**src/hw/pdmc_pkg.sv**
```systemverilog
/*
 * Shared definitions for the power-down mode controller: register map,
 * field positions, reset values, mode encoding and the halt bundle.
 * Assumes a 20-bit register address and 8-bit register data.
 */
package pdmc_pkg;

	// Register map, low 20 address bits
	localparam logic [19:0] PWR_CTRL_ADDR = 20'hEE012;
	localparam logic [19:0] HALT_HIGH_ADDR = 20'hEE01C;
	localparam logic [19:0] HALT_LOW_ADDR = 20'hEE01D;

	// Reset values
	localparam logic [7:0] PWR_CTRL_RESET = 8'h09;
	localparam logic [7:0] HALT_HIGH_RESET = 8'h78;
	localparam logic [7:0] HALT_LOW_RESET = 8'h00;
	localparam logic [7:0] READ_IDLE = 8'h00;

	// Bits of the high halt register that always read as one
	localparam logic [7:0] HALT_HIGH_FIXED = 8'h78;

	// Power control fields
	localparam int DEEP_STANDBY_BIT = 7;
	localparam int SETTLE_SEL_MSB = 6;
	localparam int SETTLE_SEL_LSB = 4;
	localparam int BUS_HOLD_BIT = 1;
	localparam int RAM_ENABLE_BIT = 0;

	// High halt fields
	localparam int CLKOUT_OFF_BIT = 7;
	localparam int SERIAL1_BIT = 1;
	localparam int SERIAL0_BIT = 0;

	// Low halt fields
	localparam int TIMER16_BIT = 4;
	localparam int TIMER8A_BIT = 3;
	localparam int TIMER8B_BIT = 2;
	localparam int ADC_BIT = 0;

	// Settle wait select codes
	localparam logic [2:0] SETTLE_CODE_SHORT = 3'h6;
	localparam logic [2:0] SETTLE_CODE_ILLEGAL = 3'h7;

	// Width of the settle wait counter
	localparam int SETTLE_WIDTH = 19;

	typedef enum logic [2:0] {
		MODE_RUN = 3'b000,
		MODE_SLEEP = 3'b001,
		MODE_SOFT_STANDBY = 3'b010,
		MODE_SETTLE = 3'b011,
		MODE_HW_STANDBY = 3'b100
	} pdmc_mode_e;

	// One bit per peripheral: high means halted and held in reset
	typedef struct packed {
		logic timer16;
		logic timer8PairA;
		logic timer8PairB;
		logic serial0;
		logic serial1;
		logic adc;
	} pdmc_periph_s;

endpackage

```
**src/hw/pdmc_settle_counter.sv**
```systemverilog
/*
 * Settle wait counter: counts system clock states after a start pulse
 * and gives a one-cycle done pulse. Assumes load is at least two and
 * that abort clears it on hardware standby or a clear.
 */
`timescale 1ns/100ps
module pdmc_settle_counter #(
	parameter int WIDTH = pdmc_pkg::SETTLE_WIDTH
) (
	// Clock and reset
	input wire logic clock,
	input wire logic rst_b,
	// Control
	input wire logic start,
	input wire logic abort,
	input wire logic [WIDTH-1:0] load,
	// Status
	output logic busy,
	output logic done
);

	logic [WIDTH-1:0] remaining;

	// Counts states of the system clock, so the wait scales with the divider
	always_ff @(posedge clock) begin
		if (!rst_b || abort) begin
			remaining <= '0;
			busy <= 1'b0;
			done <= 1'b0;
		end else if (start) begin
			// Two less: done is registered and the mode follows it a cycle later
			remaining <= load - WIDTH'(2);
			busy <= 1'b1;
			done <= 1'b0;
		end else if (busy) begin
			if (remaining == '0) begin
				busy <= 1'b0;
				done <= 1'b1;
			end else begin
				remaining <= remaining - WIDTH'(1);
				done <= 1'b0;
			end
		end else begin
			done <= 1'b0;
		end
	end

endmodule

```
**src/hw/pdmc_power_down.sv**
```systemverilog
/*
 * Power-down mode controller: sleep, software standby, hardware standby
 * and per-peripheral halt, with its three 8-bit control registers.
 * Assumes halt and wake requests come from logic on the same clock, the
 * two pins are asynchronous, and the clock keeps running for this block.
 */
// Added by the designer: the strobed register port.
`timescale 1ns/100ps
module pdmc_power_down #(
	parameter int WAIT_CODE0 = 8192,
	parameter int WAIT_CODE1 = 16384,
	parameter int WAIT_CODE2 = 32768,
	parameter int WAIT_CODE3 = 65536,
	parameter int WAIT_CODE4 = 131072,
	parameter int WAIT_CODE5 = 262144,
	parameter int WAIT_CODE6 = 1024
) (
	// Clock and reset
	input wire logic clock,
	input wire logic rst_b,
	// Register port
	input wire logic [19:0] regAddr,
	input wire logic [7:0] regWrData,
	input wire logic regWrite,
	input wire logic regRead,
	output logic [7:0] regRdData,
	// CPU and interrupt side
	input wire logic haltInstr,
	input wire logic sleepWake,
	input wire logic standbyWake,
	output logic cpuHalt,
	output logic clockRun,
	output logic oscRun,
	output logic irqStart,
	output pdmc_pkg::pdmc_mode_e mode,
	// Pins
	input wire logic hwStandbyPin_b,
	input wire logic powerOnClearPin_b,
	// Peripheral control
	output pdmc_pkg::pdmc_periph_s periphHalt,
	output logic otherPeriphReset,
	output logic onchipRamEnable,
	// Clock output pin
	output logic clkOutGate,
	output logic clkOutValue,
	output logic clkOutOe,
	// External bus and ports
	output logic busOe,
	output logic busStrobeHigh,
	output logic busAddrFreeze,
	output logic portsFloat
);

	localparam int W = pdmc_pkg::SETTLE_WIDTH;

	if (WAIT_CODE0 < 2 || WAIT_CODE1 < 2 || WAIT_CODE2 < 2 || WAIT_CODE3 < 2 ||
		WAIT_CODE4 < 2 || WAIT_CODE5 < 2 || WAIT_CODE6 < 2) begin : g_waitTooShort
		$error("settle wait counts must be at least two states");
	end
	if (WAIT_CODE5 >= (1 << W) || WAIT_CODE4 >= (1 << W)) begin : g_waitTooLong
		$error("settle wait count does not fit the counter");
	end

	// Pin synchronisers: bit 1 hardware standby, bit 0 power-on clear
	logic [1:0] pinMeta;
	logic [1:0] pinSync;
	logic [1:0] pinRaw;
	assign pinRaw = {hwStandbyPin_b, powerOnClearPin_b};

	for (genvar i = 0; i < 2; i++) begin : g_pinSync
		always_ff @(posedge clock) begin
			if (!rst_b) begin
				pinMeta[i] <= 1'b1;
				pinSync[i] <= 1'b1;
			end else begin
				pinMeta[i] <= pinRaw[i];
				pinSync[i] <= pinMeta[i];
			end
		end
	end

	logic hwStandby;
	logic pinClear;
	logic regClear;
	assign hwStandby = !pinSync[1];
	assign pinClear = !pinSync[0];
	assign regClear = !rst_b || hwStandby || pinClear;

	// Registers
	logic [7:0] powerControl;
	logic [7:0] haltHigh;
	logic [7:0] haltLow;

	logic deepStandby;
	logic [2:0] settleSel;
	logic busHold;
	assign deepStandby = powerControl[pdmc_pkg::DEEP_STANDBY_BIT];
	assign settleSel = powerControl[pdmc_pkg::SETTLE_SEL_MSB:pdmc_pkg::SETTLE_SEL_LSB];
	assign busHold = powerControl[pdmc_pkg::BUS_HOLD_BIT];

	function automatic logic [7:0] readMux(input logic [19:0] addr, input logic [7:0] pc,
		input logic [7:0] hh, input logic [7:0] hl);
		unique case (addr)
			pdmc_pkg::PWR_CTRL_ADDR: readMux = pc;
			pdmc_pkg::HALT_HIGH_ADDR: readMux = hh | pdmc_pkg::HALT_HIGH_FIXED;
			pdmc_pkg::HALT_LOW_ADDR: readMux = hl;
			default: readMux = pdmc_pkg::READ_IDLE;
		endcase
	endfunction

	// Deep standby clears with the register on reset, hardware standby or a clear; otherwise only a write changes it
	always_ff @(posedge clock) begin
		if (regClear) begin
			powerControl <= pdmc_pkg::PWR_CTRL_RESET;
		end else if (regWrite && regAddr == pdmc_pkg::PWR_CTRL_ADDR) begin
			powerControl <= regWrData;
		end
	end

	always_ff @(posedge clock) begin
		if (regClear) begin
			haltHigh <= pdmc_pkg::HALT_HIGH_RESET;
		end else if (regWrite && regAddr == pdmc_pkg::HALT_HIGH_ADDR) begin
			haltHigh <= regWrData | pdmc_pkg::HALT_HIGH_FIXED;
		end
	end

	always_ff @(posedge clock) begin
		if (regClear) begin
			haltLow <= pdmc_pkg::HALT_LOW_RESET;
		end else if (regWrite && regAddr == pdmc_pkg::HALT_LOW_ADDR) begin
			haltLow <= regWrData;
		end
	end

	always_ff @(posedge clock) begin
		if (!rst_b) begin
			regRdData <= pdmc_pkg::READ_IDLE;
		end else if (regRead) begin
			regRdData <= readMux(regAddr, powerControl, haltHigh, haltLow);
		end else begin
			regRdData <= pdmc_pkg::READ_IDLE;
		end
	end

	// Settle wait length; the illegal code falls back to the wait of code 5
	function automatic logic [W-1:0] waitStates(input logic [2:0] code);
		unique case (code)
			3'h0: waitStates = W'(WAIT_CODE0);
			3'h1: waitStates = W'(WAIT_CODE1);
			3'h2: waitStates = W'(WAIT_CODE2);
			3'h3: waitStates = W'(WAIT_CODE3);
			3'h4: waitStates = W'(WAIT_CODE4);
			3'h5: waitStates = W'(WAIT_CODE5);
			pdmc_pkg::SETTLE_CODE_SHORT: waitStates = W'(WAIT_CODE6);
			pdmc_pkg::SETTLE_CODE_ILLEGAL: waitStates = W'(WAIT_CODE5);
		endcase
	endfunction

	// Mode sequencing
	pdmc_pkg::pdmc_mode_e next_mode;
	logic settleStart;
	logic settleDone;
	logic settleBusy;
	logic next_irqStart;

	always_comb begin
		next_mode = mode;
		settleStart = 1'b0;
		next_irqStart = 1'b0;
		if (hwStandby) begin
			next_mode = pdmc_pkg::MODE_HW_STANDBY;
		end else if (pinClear) begin
			next_mode = pdmc_pkg::MODE_RUN;
		end else begin
			unique case (mode)
				pdmc_pkg::MODE_RUN: begin
					if (haltInstr && deepStandby) begin
						next_mode = pdmc_pkg::MODE_SOFT_STANDBY;
					end else if (haltInstr) begin
						next_mode = pdmc_pkg::MODE_SLEEP;
					end
				end
				pdmc_pkg::MODE_SLEEP: begin
					if (sleepWake) begin
						next_mode = pdmc_pkg::MODE_RUN;
						next_irqStart = 1'b1;
					end
				end
				pdmc_pkg::MODE_SOFT_STANDBY: begin
					if (standbyWake) begin
						next_mode = pdmc_pkg::MODE_SETTLE;
						settleStart = 1'b1;
					end
				end
				pdmc_pkg::MODE_SETTLE: begin
					if (settleDone) begin
						next_mode = pdmc_pkg::MODE_RUN;
						next_irqStart = 1'b1;
					end
				end
				pdmc_pkg::MODE_HW_STANDBY: begin
					next_mode = pdmc_pkg::MODE_RUN;
				end
				default: begin
					next_mode = pdmc_pkg::MODE_RUN;
				end
			endcase
		end
	end

	pdmc_settle_counter #(
		.WIDTH(W)
	) u_settle (
		.clock(clock),
		.rst_b(rst_b),
		.start(settleStart),
		.abort(hwStandby || pinClear),
		.load(waitStates(settleSel)),
		.busy(settleBusy),
		.done(settleDone)
	);

	always_ff @(posedge clock) begin
		if (!rst_b) begin
			mode <= pdmc_pkg::MODE_RUN;
			irqStart <= 1'b0;
		end else begin
			mode <= next_mode;
			irqStart <= next_irqStart;
		end
	end

	// Outputs follow the mode being entered so they line up with it
	logic next_deep;
	logic next_soft;
	logic next_hw;
	assign next_hw = next_mode == pdmc_pkg::MODE_HW_STANDBY;
	assign next_soft = next_mode == pdmc_pkg::MODE_SOFT_STANDBY || next_mode == pdmc_pkg::MODE_SETTLE;
	assign next_deep = next_soft || next_hw;

	always_ff @(posedge clock) begin
		if (!rst_b) begin
			cpuHalt <= 1'b0;
			clockRun <= 1'b1;
			oscRun <= 1'b1;
			otherPeriphReset <= 1'b0;
		end else begin
			cpuHalt <= next_mode != pdmc_pkg::MODE_RUN;
			clockRun <= !next_deep;
			oscRun <= next_mode != pdmc_pkg::MODE_SOFT_STANDBY && !next_hw;
			otherPeriphReset <= next_deep;
		end
	end

	// Per-peripheral halt; sleep alone leaves peripherals running
	logic [5:0] haltBits;
	logic [5:0] haltOut;
	assign haltBits = {haltLow[pdmc_pkg::TIMER16_BIT], haltLow[pdmc_pkg::TIMER8A_BIT],
		haltLow[pdmc_pkg::TIMER8B_BIT], haltHigh[pdmc_pkg::SERIAL0_BIT],
		haltHigh[pdmc_pkg::SERIAL1_BIT], haltLow[pdmc_pkg::ADC_BIT]};

	for (genvar p = 0; p < 6; p++) begin : g_periph
		always_ff @(posedge clock) begin
			if (!rst_b) begin
				haltOut[p] <= 1'b0;
			end else begin
				haltOut[p] <= haltBits[p] || next_deep;
			end
		end
	end
	assign periphHalt = pdmc_pkg::pdmc_periph_s'(haltOut);

	always_ff @(posedge clock) begin
		if (!rst_b) begin
			onchipRamEnable <= 1'b1;
		end else begin
			onchipRamEnable <= powerControl[pdmc_pkg::RAM_ENABLE_BIT];
		end
	end

	// Clock output pin: high in software standby, floating in hardware standby
	always_ff @(posedge clock) begin
		if (!rst_b) begin
			clkOutGate <= 1'b1;
			clkOutValue <= 1'b0;
			clkOutOe <= 1'b1;
		end else begin
			clkOutGate <= !next_deep && !haltHigh[pdmc_pkg::CLKOUT_OFF_BIT];
			clkOutValue <= next_soft;
			clkOutOe <= !next_hw && (next_soft || !haltHigh[pdmc_pkg::CLKOUT_OFF_BIT]);
		end
	end

	// External bus behaviour in the standby modes
	always_ff @(posedge clock) begin
		if (!rst_b) begin
			busOe <= 1'b1;
			busStrobeHigh <= 1'b0;
			busAddrFreeze <= 1'b0;
			portsFloat <= 1'b0;
		end else begin
			busOe <= !next_hw && (!next_soft || busHold);
			busStrobeHigh <= next_soft && busHold;
			busAddrFreeze <= next_soft && busHold;
			portsFloat <= next_hw;
		end
	end

	// Helper for checking the settle length
	logic [W-1:0] settleLen;
	logic [W-1:0] settleTarget;
	always_ff @(posedge clock) begin
		if (!rst_b) begin
			settleLen <= '0;
			settleTarget <= '0;
		end else begin
			settleLen <= (mode == pdmc_pkg::MODE_SETTLE) ? settleLen + W'(1) : '0;
			if (settleStart) begin
				settleTarget <= waitStates(settleSel);
			end
		end
	end

	property p_sleepEntry;
		@(posedge clock) disable iff (!rst_b)
		(mode == pdmc_pkg::MODE_RUN && haltInstr && !deepStandby && !hwStandby && !pinClear)
		|=> (mode == pdmc_pkg::MODE_SLEEP && cpuHalt && clockRun);
	endproperty
	a_sleepEntry: assert property (p_sleepEntry) else $error("sleep not entered");

	property p_softEntry;
		@(posedge clock) disable iff (!rst_b)
		(mode == pdmc_pkg::MODE_RUN && haltInstr && deepStandby && !hwStandby && !pinClear)
		|=> (mode == pdmc_pkg::MODE_SOFT_STANDBY && !clockRun && clkOutOe && clkOutValue && periphHalt == '1);
	endproperty
	a_softEntry: assert property (p_softEntry) else $error("software standby not entered");

	property p_deepKept;
		@(posedge clock) disable iff (!rst_b)
		(mode == pdmc_pkg::MODE_SETTLE ##1 mode == pdmc_pkg::MODE_RUN) |-> deepStandby;
	endproperty
	a_deepKept: assert property (p_deepKept) else $error("deep standby bit lost on wake");

	property p_settleLength;
		@(posedge clock) disable iff (!rst_b)
		(mode == pdmc_pkg::MODE_SETTLE && settleDone && !hwStandby && !pinClear)
		|-> (settleLen == settleTarget - W'(1));
	endproperty
	a_settleLength: assert property (p_settleLength) else $error("settle wait length wrong");

	property p_busFloat;
		@(posedge clock) disable iff (!rst_b)
		(mode == pdmc_pkg::MODE_SOFT_STANDBY && $stable(busHold) && !busHold) |-> !busOe;
	endproperty
	a_busFloat: assert property (p_busFloat) else $error("bus not floated");

	property p_busHold;
		@(posedge clock) disable iff (!rst_b)
		(mode == pdmc_pkg::MODE_SOFT_STANDBY && $stable(busHold) && busHold)
		|-> (busOe && busStrobeHigh && busAddrFreeze);
	endproperty
	a_busHold: assert property (p_busHold) else $error("bus not held");

	property p_moduleHalt;
		@(posedge clock) disable iff (!rst_b)
		(regWrite && regAddr == pdmc_pkg::HALT_LOW_ADDR && regWrData[pdmc_pkg::TIMER16_BIT] && !regClear)
		|=> ##1 periphHalt.timer16;
	endproperty
	a_moduleHalt: assert property (p_moduleHalt) else $error("timer halt not applied");

	property p_resetValues;
		@(posedge clock)
		!rst_b |=> (powerControl == pdmc_pkg::PWR_CTRL_RESET && haltHigh == pdmc_pkg::HALT_HIGH_RESET
			&& haltLow == pdmc_pkg::HALT_LOW_RESET);
	endproperty
	a_resetValues: assert property (p_resetValues) else $error("register reset value wrong");

	property p_highReadOnes;
		@(posedge clock) disable iff (!rst_b)
		(regRead && regAddr == pdmc_pkg::HALT_HIGH_ADDR) |=> (regRdData[6:3] == 4'hF);
	endproperty
	a_highReadOnes: assert property (p_highReadOnes) else $error("fixed bits not one");

	property p_sleepExit;
		@(posedge clock) disable iff (!rst_b)
		(mode == pdmc_pkg::MODE_SLEEP && sleepWake && !hwStandby && !pinClear)
		|=> (mode == pdmc_pkg::MODE_RUN && irqStart) ##1 !irqStart;
	endproperty
	a_sleepExit: assert property (p_sleepExit) else $error("sleep exit wrong");

	property p_hwStandby;
		@(posedge clock) disable iff (!rst_b)
		hwStandby |=> (mode == pdmc_pkg::MODE_HW_STANDBY && !clkOutOe && portsFloat && !busOe);
	endproperty
	a_hwStandby: assert property (p_hwStandby) else $error("hardware standby not forced");

	c_sleepCycle: cover property (@(posedge clock) disable iff (!rst_b)
		mode == pdmc_pkg::MODE_SLEEP ##1 mode == pdmc_pkg::MODE_RUN);
	c_settleDone: cover property (@(posedge clock) disable iff (!rst_b)
		mode == pdmc_pkg::MODE_SETTLE ##1 mode == pdmc_pkg::MODE_RUN);
	c_hwStandby: cover property (@(posedge clock) disable iff (!rst_b)
		mode == pdmc_pkg::MODE_HW_STANDBY);

endmodule

```
**config.mk**
```make
export PLATFORM = sky130hd
export DESIGN_NAME = pdmc_power_down
export DESIGN_NICKNAME = d
export VERILOG_FILES = /design/src/hw/pdmc_pkg.sv /design/src/hw/pdmc_settle_counter.sv /design/src/hw/pdmc_power_down.sv
export SDC_FILE = /design/constraint.sdc
export NUM_CORES = 1
export LEC_CHECK = 0
export BUFFER_PORTS_ARGS = -buffer_cell sky130_fd_sc_hd__buf_2
export CELL_PAD_IN_SITES_DETAIL_PLACEMENT = 0
export CELL_PAD_IN_SITES_GLOBAL_PLACEMENT = 1
export CORE_UTILIZATION = 35
export DETAILED_ROUTE_END_ITERATION = 8
export MAX_ROUTING_LAYER = met4
export PLACE_DENSITY = 0.64
export SLEW_MARGIN = 5
export SYNTH_ARGS = -nofsm -noshare
export SYNTH_HDL_FRONTEND = slang
export SYNTH_HIERARCHICAL = 1
export SYNTH_SLANG_ARGS = --single-unit
```
**constraint.sdc**
```tcl
create_clock -name clock -period 2.5 [get_ports clock]
set_input_delay 0 -clock clock [delete_from_list [all_inputs] [get_ports clock]]
set_output_delay 0 -clock clock [all_outputs]
set_load 0.02 [all_outputs]
```
== Yosys cells after proc, flatten, opt, wreduce, memory -nomap -nowiden ==
Memory sizes are Yosys's and may differ from the RTL's. A register that Yosys moved wholly into a read port is not among the register bits.
Index checks and enable logic that the tools add are counted.
Operators by class
  add/sub/neg operators: 2
  equal/unequal tests: 11
  mux-type cells: 25
  bitwise gates (word level): 1
  reduce and logical (&&, ||, !) cells: 38
Operators by type and width (number)
  == test 20 bit (second input constant): 3
  two-way mux 19 bit: 3
  two-way mux 3 bit: 9
  one-hot mux 8 bit (3 select lines): 1
  zero test 19 bit: 1
  subtractor 19 x 1 -> 19 bit (second input constant): 1
  subtractor 19 x 2 -> 19 bit (second input constant): 1
  logical OR 1 bit: 14
  == test 3 x 2 -> 1 bit (second input constant): 4
  one-hot mux 3 bit (4 select lines): 1
  two-way mux 1 bit: 10
  logical AND 1 bit: 9
  zero test 1 bit: 7
  AND reduction 2 bit: 2
  == test 3 x 1 -> 1 bit (second input constant): 1
  == test 3 bit (second input constant): 1
  zero test 3 bit: 1
  inequality test 3 x 2 -> 1 bit (second input constant): 1
  AND reduction 3 bit: 1
  nonzero test 3 bit: 1
  OR reduction 3 bit: 1
  inequality test 2 bit (second input constant): 1
  one-hot mux 1 bit (2 select lines): 1
  nonzero test 2 bit: 1
  NOT 1 bit: 1
Word-level totals
  flip-flop bits (word level): 74
  bits in read-only memories: 56
  output and inout port bits: 30
  memories: 1
Memory list
  (no name shown): words 8, bits a word 7, rd ports 1, clocked after Yosys merged registers in 1, write ports 0, line pdmc_power_down.sv:148  | unique case (code)

== Longest topological paths before layout ==
  depth after elaboration: 10
  depth in mapped cells: 8
  gate-level depth less buffers: 7

== Modules after synthesis ==
Netlist, hierarchy kept.
Modules (own cells, without submodules)
  pdmc_power_down: times used 1, cells an instance 242, area each 2381.0 µm², sequential area each 1201.2 µm²
  pdmc_settle_counter: times used 1, cells an instance 184, area each 1547.7 µm², sequential area each 420.4 µm²

== Worst setup path before layout ==
Ideal clock, no wire load.
  path kind: reg2reg
  start: register u_settle.remaining[0]
  end: register u_settle.remaining[4]
  data arrival time: 1.690 ns
  data required time: 2.383 ns
  path slack: 0.692 ns
  stages on the path, launching flop included: 8
  path buffers: 0
  clock period less this slack: 1.808 ns
  cells stage by stage: dfxtp_1 inv_1 ha_1 nor4b_4 nand3_2 o21a_4 o21a_4 a32o_1
On the way
  word-level cells in the longest chain between the ends: 4
  elaborated cells between the ends (all ways): 7
Ends and longest elaborated chain
  from (decl): line pdmc_settle_counter.sv:22  | logic [WIDTH-1:0] remaining;
  from (signal assigned): line pdmc_settle_counter.sv:32  | remaining <= load - WIDTH'(2);
  from (signal assigned): line pdmc_settle_counter.sv:40  | remaining <= remaining - WIDTH'(1);
  subtractor 19 x 1 -> 19 bit: line pdmc_settle_counter.sv:40
  two-way mux 19 bit: line pdmc_settle_counter.sv:36  | if (remaining == '0) begin
  two-way mux 19 bit: line pdmc_settle_counter.sv:35  | end else if (busy) begin
  two-way mux 19 bit: line pdmc_settle_counter.sv:30  | end else if (start) begin
Several ways; a longest one is shown, not always the timed one. The select of a mux whose other input is x is not followed.
A chain may end at the register's enable or synchronous reset.

== Worst setup path in the final report ==
  start: register u_settle.remaining[0]
  end: register u_settle.remaining[16]
The elaborated chain is that of the path after synthesis.

==> impl_results.md <==
* Status: finished, final reports clean
* DR WL/cell at around 14 microns
* Delay-heaviest family, CP: simple AND/OR/NAND/NOR gates
* Max Root-Sink Buffers at 2
* Worst-skew pair later-pin latency at ~0.36 ns
* Total congestion overflow at 0
* Pre-antenna DRT Iters at 4
* Post-CTS Setup Bufs at 0
* Yosys warning count at 6
* Max-cap violation count at 0
* Io pins at between 60 and 70
* Initial antenna violation count at 0
* Minimum clock period at 2.05 ns
* Flop pwr share at between 50% and 60%
* Num rows at 38
* RSZ-0062 raised after global routing: no
* Post-synth EDFFs at 0
* DRC violations left at 0
* CTS tree: done
* Port-buffer cells at 66
* Fin. Hold Viols at 0
* Switching share of power at roughly 25%
* Initial Utilization at between 30% and 40%
* Top cells by area, synth: dfxtp_1 41%, mux2i_1 4.8%, nand2_1 4.2%
* Worst R2R Start: u_settle/remaining[0]$_SDFFE_PP0P_
* Power Density at ~500 nW/um^2
* Internal at around 1.8 mW
* First-pass GRT wire length at roughly 16000 microns
* Largest net degree at the start of global routing at 22
* N_diodes at 0
* Worst setup path start: u_settle/remaining[0]$_SDFFE_PP0P_
* Nets@finish at 578
* Clock Power Share at approximately two fifths
* DP Worst Slack at 0.494 ns
* Syn avg cell area at 9.22 sq um
* DRT iter0 DRCs at slightly below 100
* Switch Pwr at between 600 and 700 uW
* TritonCTS Buffers at 9
* Fin Setup TNS at 0 ns
* Drt via density at roughly 5.0
* Vias in the first global route at around 3.2k
* Post-route worst setup slack at around 0.45 ns
* Die height at between 100 and 150 microns
* Root buf cell: clkbuf_8
* CP endpoint kind: flip-flop
* Crit path arrival time at around 2.3 ns
* Worst Path Required at 2.75 ns
* GPL Wtd Cong at 0.864
* Distinct cells, synth at between 70 and 80
* Slowest CP cell: nor4b_4
* Via count at between 3k and 4k
* Flops & latches, synth at 81
* WHS Endpoint: haltLow[6]$_SDFFE_PP0P_
* Share of cells above drive strength 1 at a little over a fifth
* Crit-path max FO at 8
* WP buf/inv at 1
* CP max stage delay at around 0.43 ns
* Sinks on Clock Net at 81
* Slew headroom at ~62%
* RR Endpoint: u_settle/remaining[16]$_SDFFE_PP0P_
* Most frequent cells in the layout: 81 x dfxtp_1, 66 x buf_2, 44 x nand2_1
* Setup violations, final at 0
* Asr flop ratio synth at 0%
* Commonest non-fill, non-tap cell in the layout: dfxtp_1
* Hold Crit Class: in2reg
* Die width at 108 microns
* Area growth from synthesis to layout at 23.4%
* Post-detailed-routing wire length at approximately 9800 microns
* Clock H-tree levels at 3
* Fmax at around 0.49 GHz
* Hold path startpoint: regAddr[0]
* Die area at between 10000 and 15000 sq um
* # resized after CTS at 0
* Top cell type by total area after synthesis: dfxtp_1
* CP Cell Sequence: inv_1, ha_1, nor4b_4, nand4_2, o31a_1, a31oi_1, a2bb2oi_1
* Combinational share of power at a little under 8%
* Cells after Synth at ~430
* Total track usage at 18.2%
* Slew at the pin with the worst max-slew slack at roughly 0.57 ns
* Leak pwr at ~2.0 nW
* VDD IR max at between 0.0002 and 0.0003 V
* Synthesized cell area at 3930 sq um
* Core Area at 10900 sq um
* Clk_skew at around 0.011 ns
* Hold Path Depth at 3
* Final period util at 81.9%
* Dominant synthesized flop cell: dfxtp_1
* DP Wirelength at 7240 microns
* Seq/Total Area, Yosys at between 40% and 50%
* Post-DRT Antenna Nets at 0
* Top cell type's share of synthesized area at 41.3%
* Setup crit start kind: flip-flop
* Hold Buf Count CTS at 14
* Slew Viols, Final at 0
* R2R cell count at 7
* Crit path kind: reg2reg
* R2R Setup Slk at 0.45 ns
* Reg clk slew, reported paths at around 0.09 ns
[per-stage QoR]
stage          power [mW]  util, %  hold WS, ns  cell area (sq um)  instances
3_5_place_dp         1.51     41.4        0.218               4510        654
2_1_floorplan        1.44        -        0.101               4070        464
6_report             2.45     44.5       0.0620               4850        684
5_1_grt              2.55     44.5       0.0656               4850        684
4_1_cts              2.48     44.5       0.0399               4850        684
3_3_place_gp         1.51     41.4        0.209               4510        654
[worst register-to-register path, cell delays in order (launching register included)]
cell and delay [ns]:
dfxtp_1 0.35, inv_1 0.06, ha_1 0.21, nor4b_4 0.43, nand4_2 0.31, o31a_1 0.34, a31oi_1 0.15, a2bb2oi_1 0.09
[flip-flops by register name, summed over array words and instances (netlist names), named ones only]
| signal | count |
|---|---|
| u_settle/remaining | 19 |
| haltLow | 8 |
| powerControl | 8 |
| regRdData | 8 |
| periphHalt | 6 |
| haltHigh | 4 |
| mode | 3 |
| pinMeta | 2 |
| pinSync | 2 |
| busAddrFreeze | 1 |
| busOe | 1 |
| clkOutGate | 1 |
| clkOutOe | 1 |
| clkOutValue | 1 |
| clockRun | 1 |
| cpuHalt | 1 |
| irqStart | 1 |
| onchipRamEnable | 1 |
| oscRun | 1 |
| otherPeriphReset | 1 |
| portsFloat | 1 |
| u_settle/busy | 1 |
| u_settle/done | 1 |
[layer usage]
layer | share of wire (%) | track usage [%] | vias to the layer above
li1 | - | - | 1743
met1 | 50 | 23.9 | 1575
met2 | 46 | 27.8 | 64
met3 | 2.8 | 2.89 | 8
met4 | 1.1 | 7.14 | 0
met5 | 0 | - | -
[power groups by stage]
stage | sequential (mW) | clock (mW) | combinational (mW)
after floorplan | 1.35 | 0 | 0.0925
after global placement | 1.34 | 0 | 0.172
after detailed placement | 1.34 | 0 | 0.173
after CTS | 1.31 | 0.983 | 0.189
after global routing | 1.31 | 1.03 | 0.215
final | 1.31 | 0.948 | 0.193
[worst max path at each step]
stage,end,slack (ns),cells past startpoint
after floorplan,u_settle/remaining[4]$_SDFFE_PP0P_,0.69,7
after global placement,u_settle/remaining[4]$_SDFFE_PP0P_,0.56,7
after detailed placement,u_settle/remaining[16]$_SDFFE_PP0P_,0.49,7
after CTS,u_settle/remaining[16]$_SDFFE_PP0P_,0.48,7
after global routing,u_settle/remaining[14]$_SDFFE_PP0P_,0.25,7
final,u_settle/remaining[16]$_SDFFE_PP0P_,0.45,7
[area by class of cell]
cell class              count  area (sq um)
repair buffers             85           508
fillers                  1095          6040
inverters                  12          45.0
clock inverters             6          67.6
clock buffers              10           128
flip-flops and latches     81          1620
well taps                 140           175
multi-input cells         350          2300
[cells by family after synthesis]
group / after synthesis / synth area share [%]
multiplexers: 21 / 5.41
AND/OR/NAND/NOR: 173 / 27.5
AO/OA/AOI/OAI: 92 / 16.1
flip-flops: 81 / 41.3
buffers and inverters: 33 / 3.92
adder cells (fa/ha/maj): 2 / 0.637
XOR/XNOR: 23 / 5.13
other: 1 / 0.0954
[Yosys cell counts, types with 8 or more instances]
| master | count |
|---|---|
| nand2_1 | 44 |
| o21ai_0 | 25 |
| xor2_1 | 12 |
| nor3_1 | 17 |
| nand4_1 | 8 |
| dfxtp_1 | 81 |
| o2bb2ai_1 | 8 |
| clkbuf_1 | 12 |
| mux2i_1 | 19 |
| xnor2_1 | 11 |
| nand3_1 | 15 |
| nor2_1 | 14 |
| a21oi_1 | 18 |
| inv_1 | 11 |
Note: power is estimated with default switching activity, not from simulation.
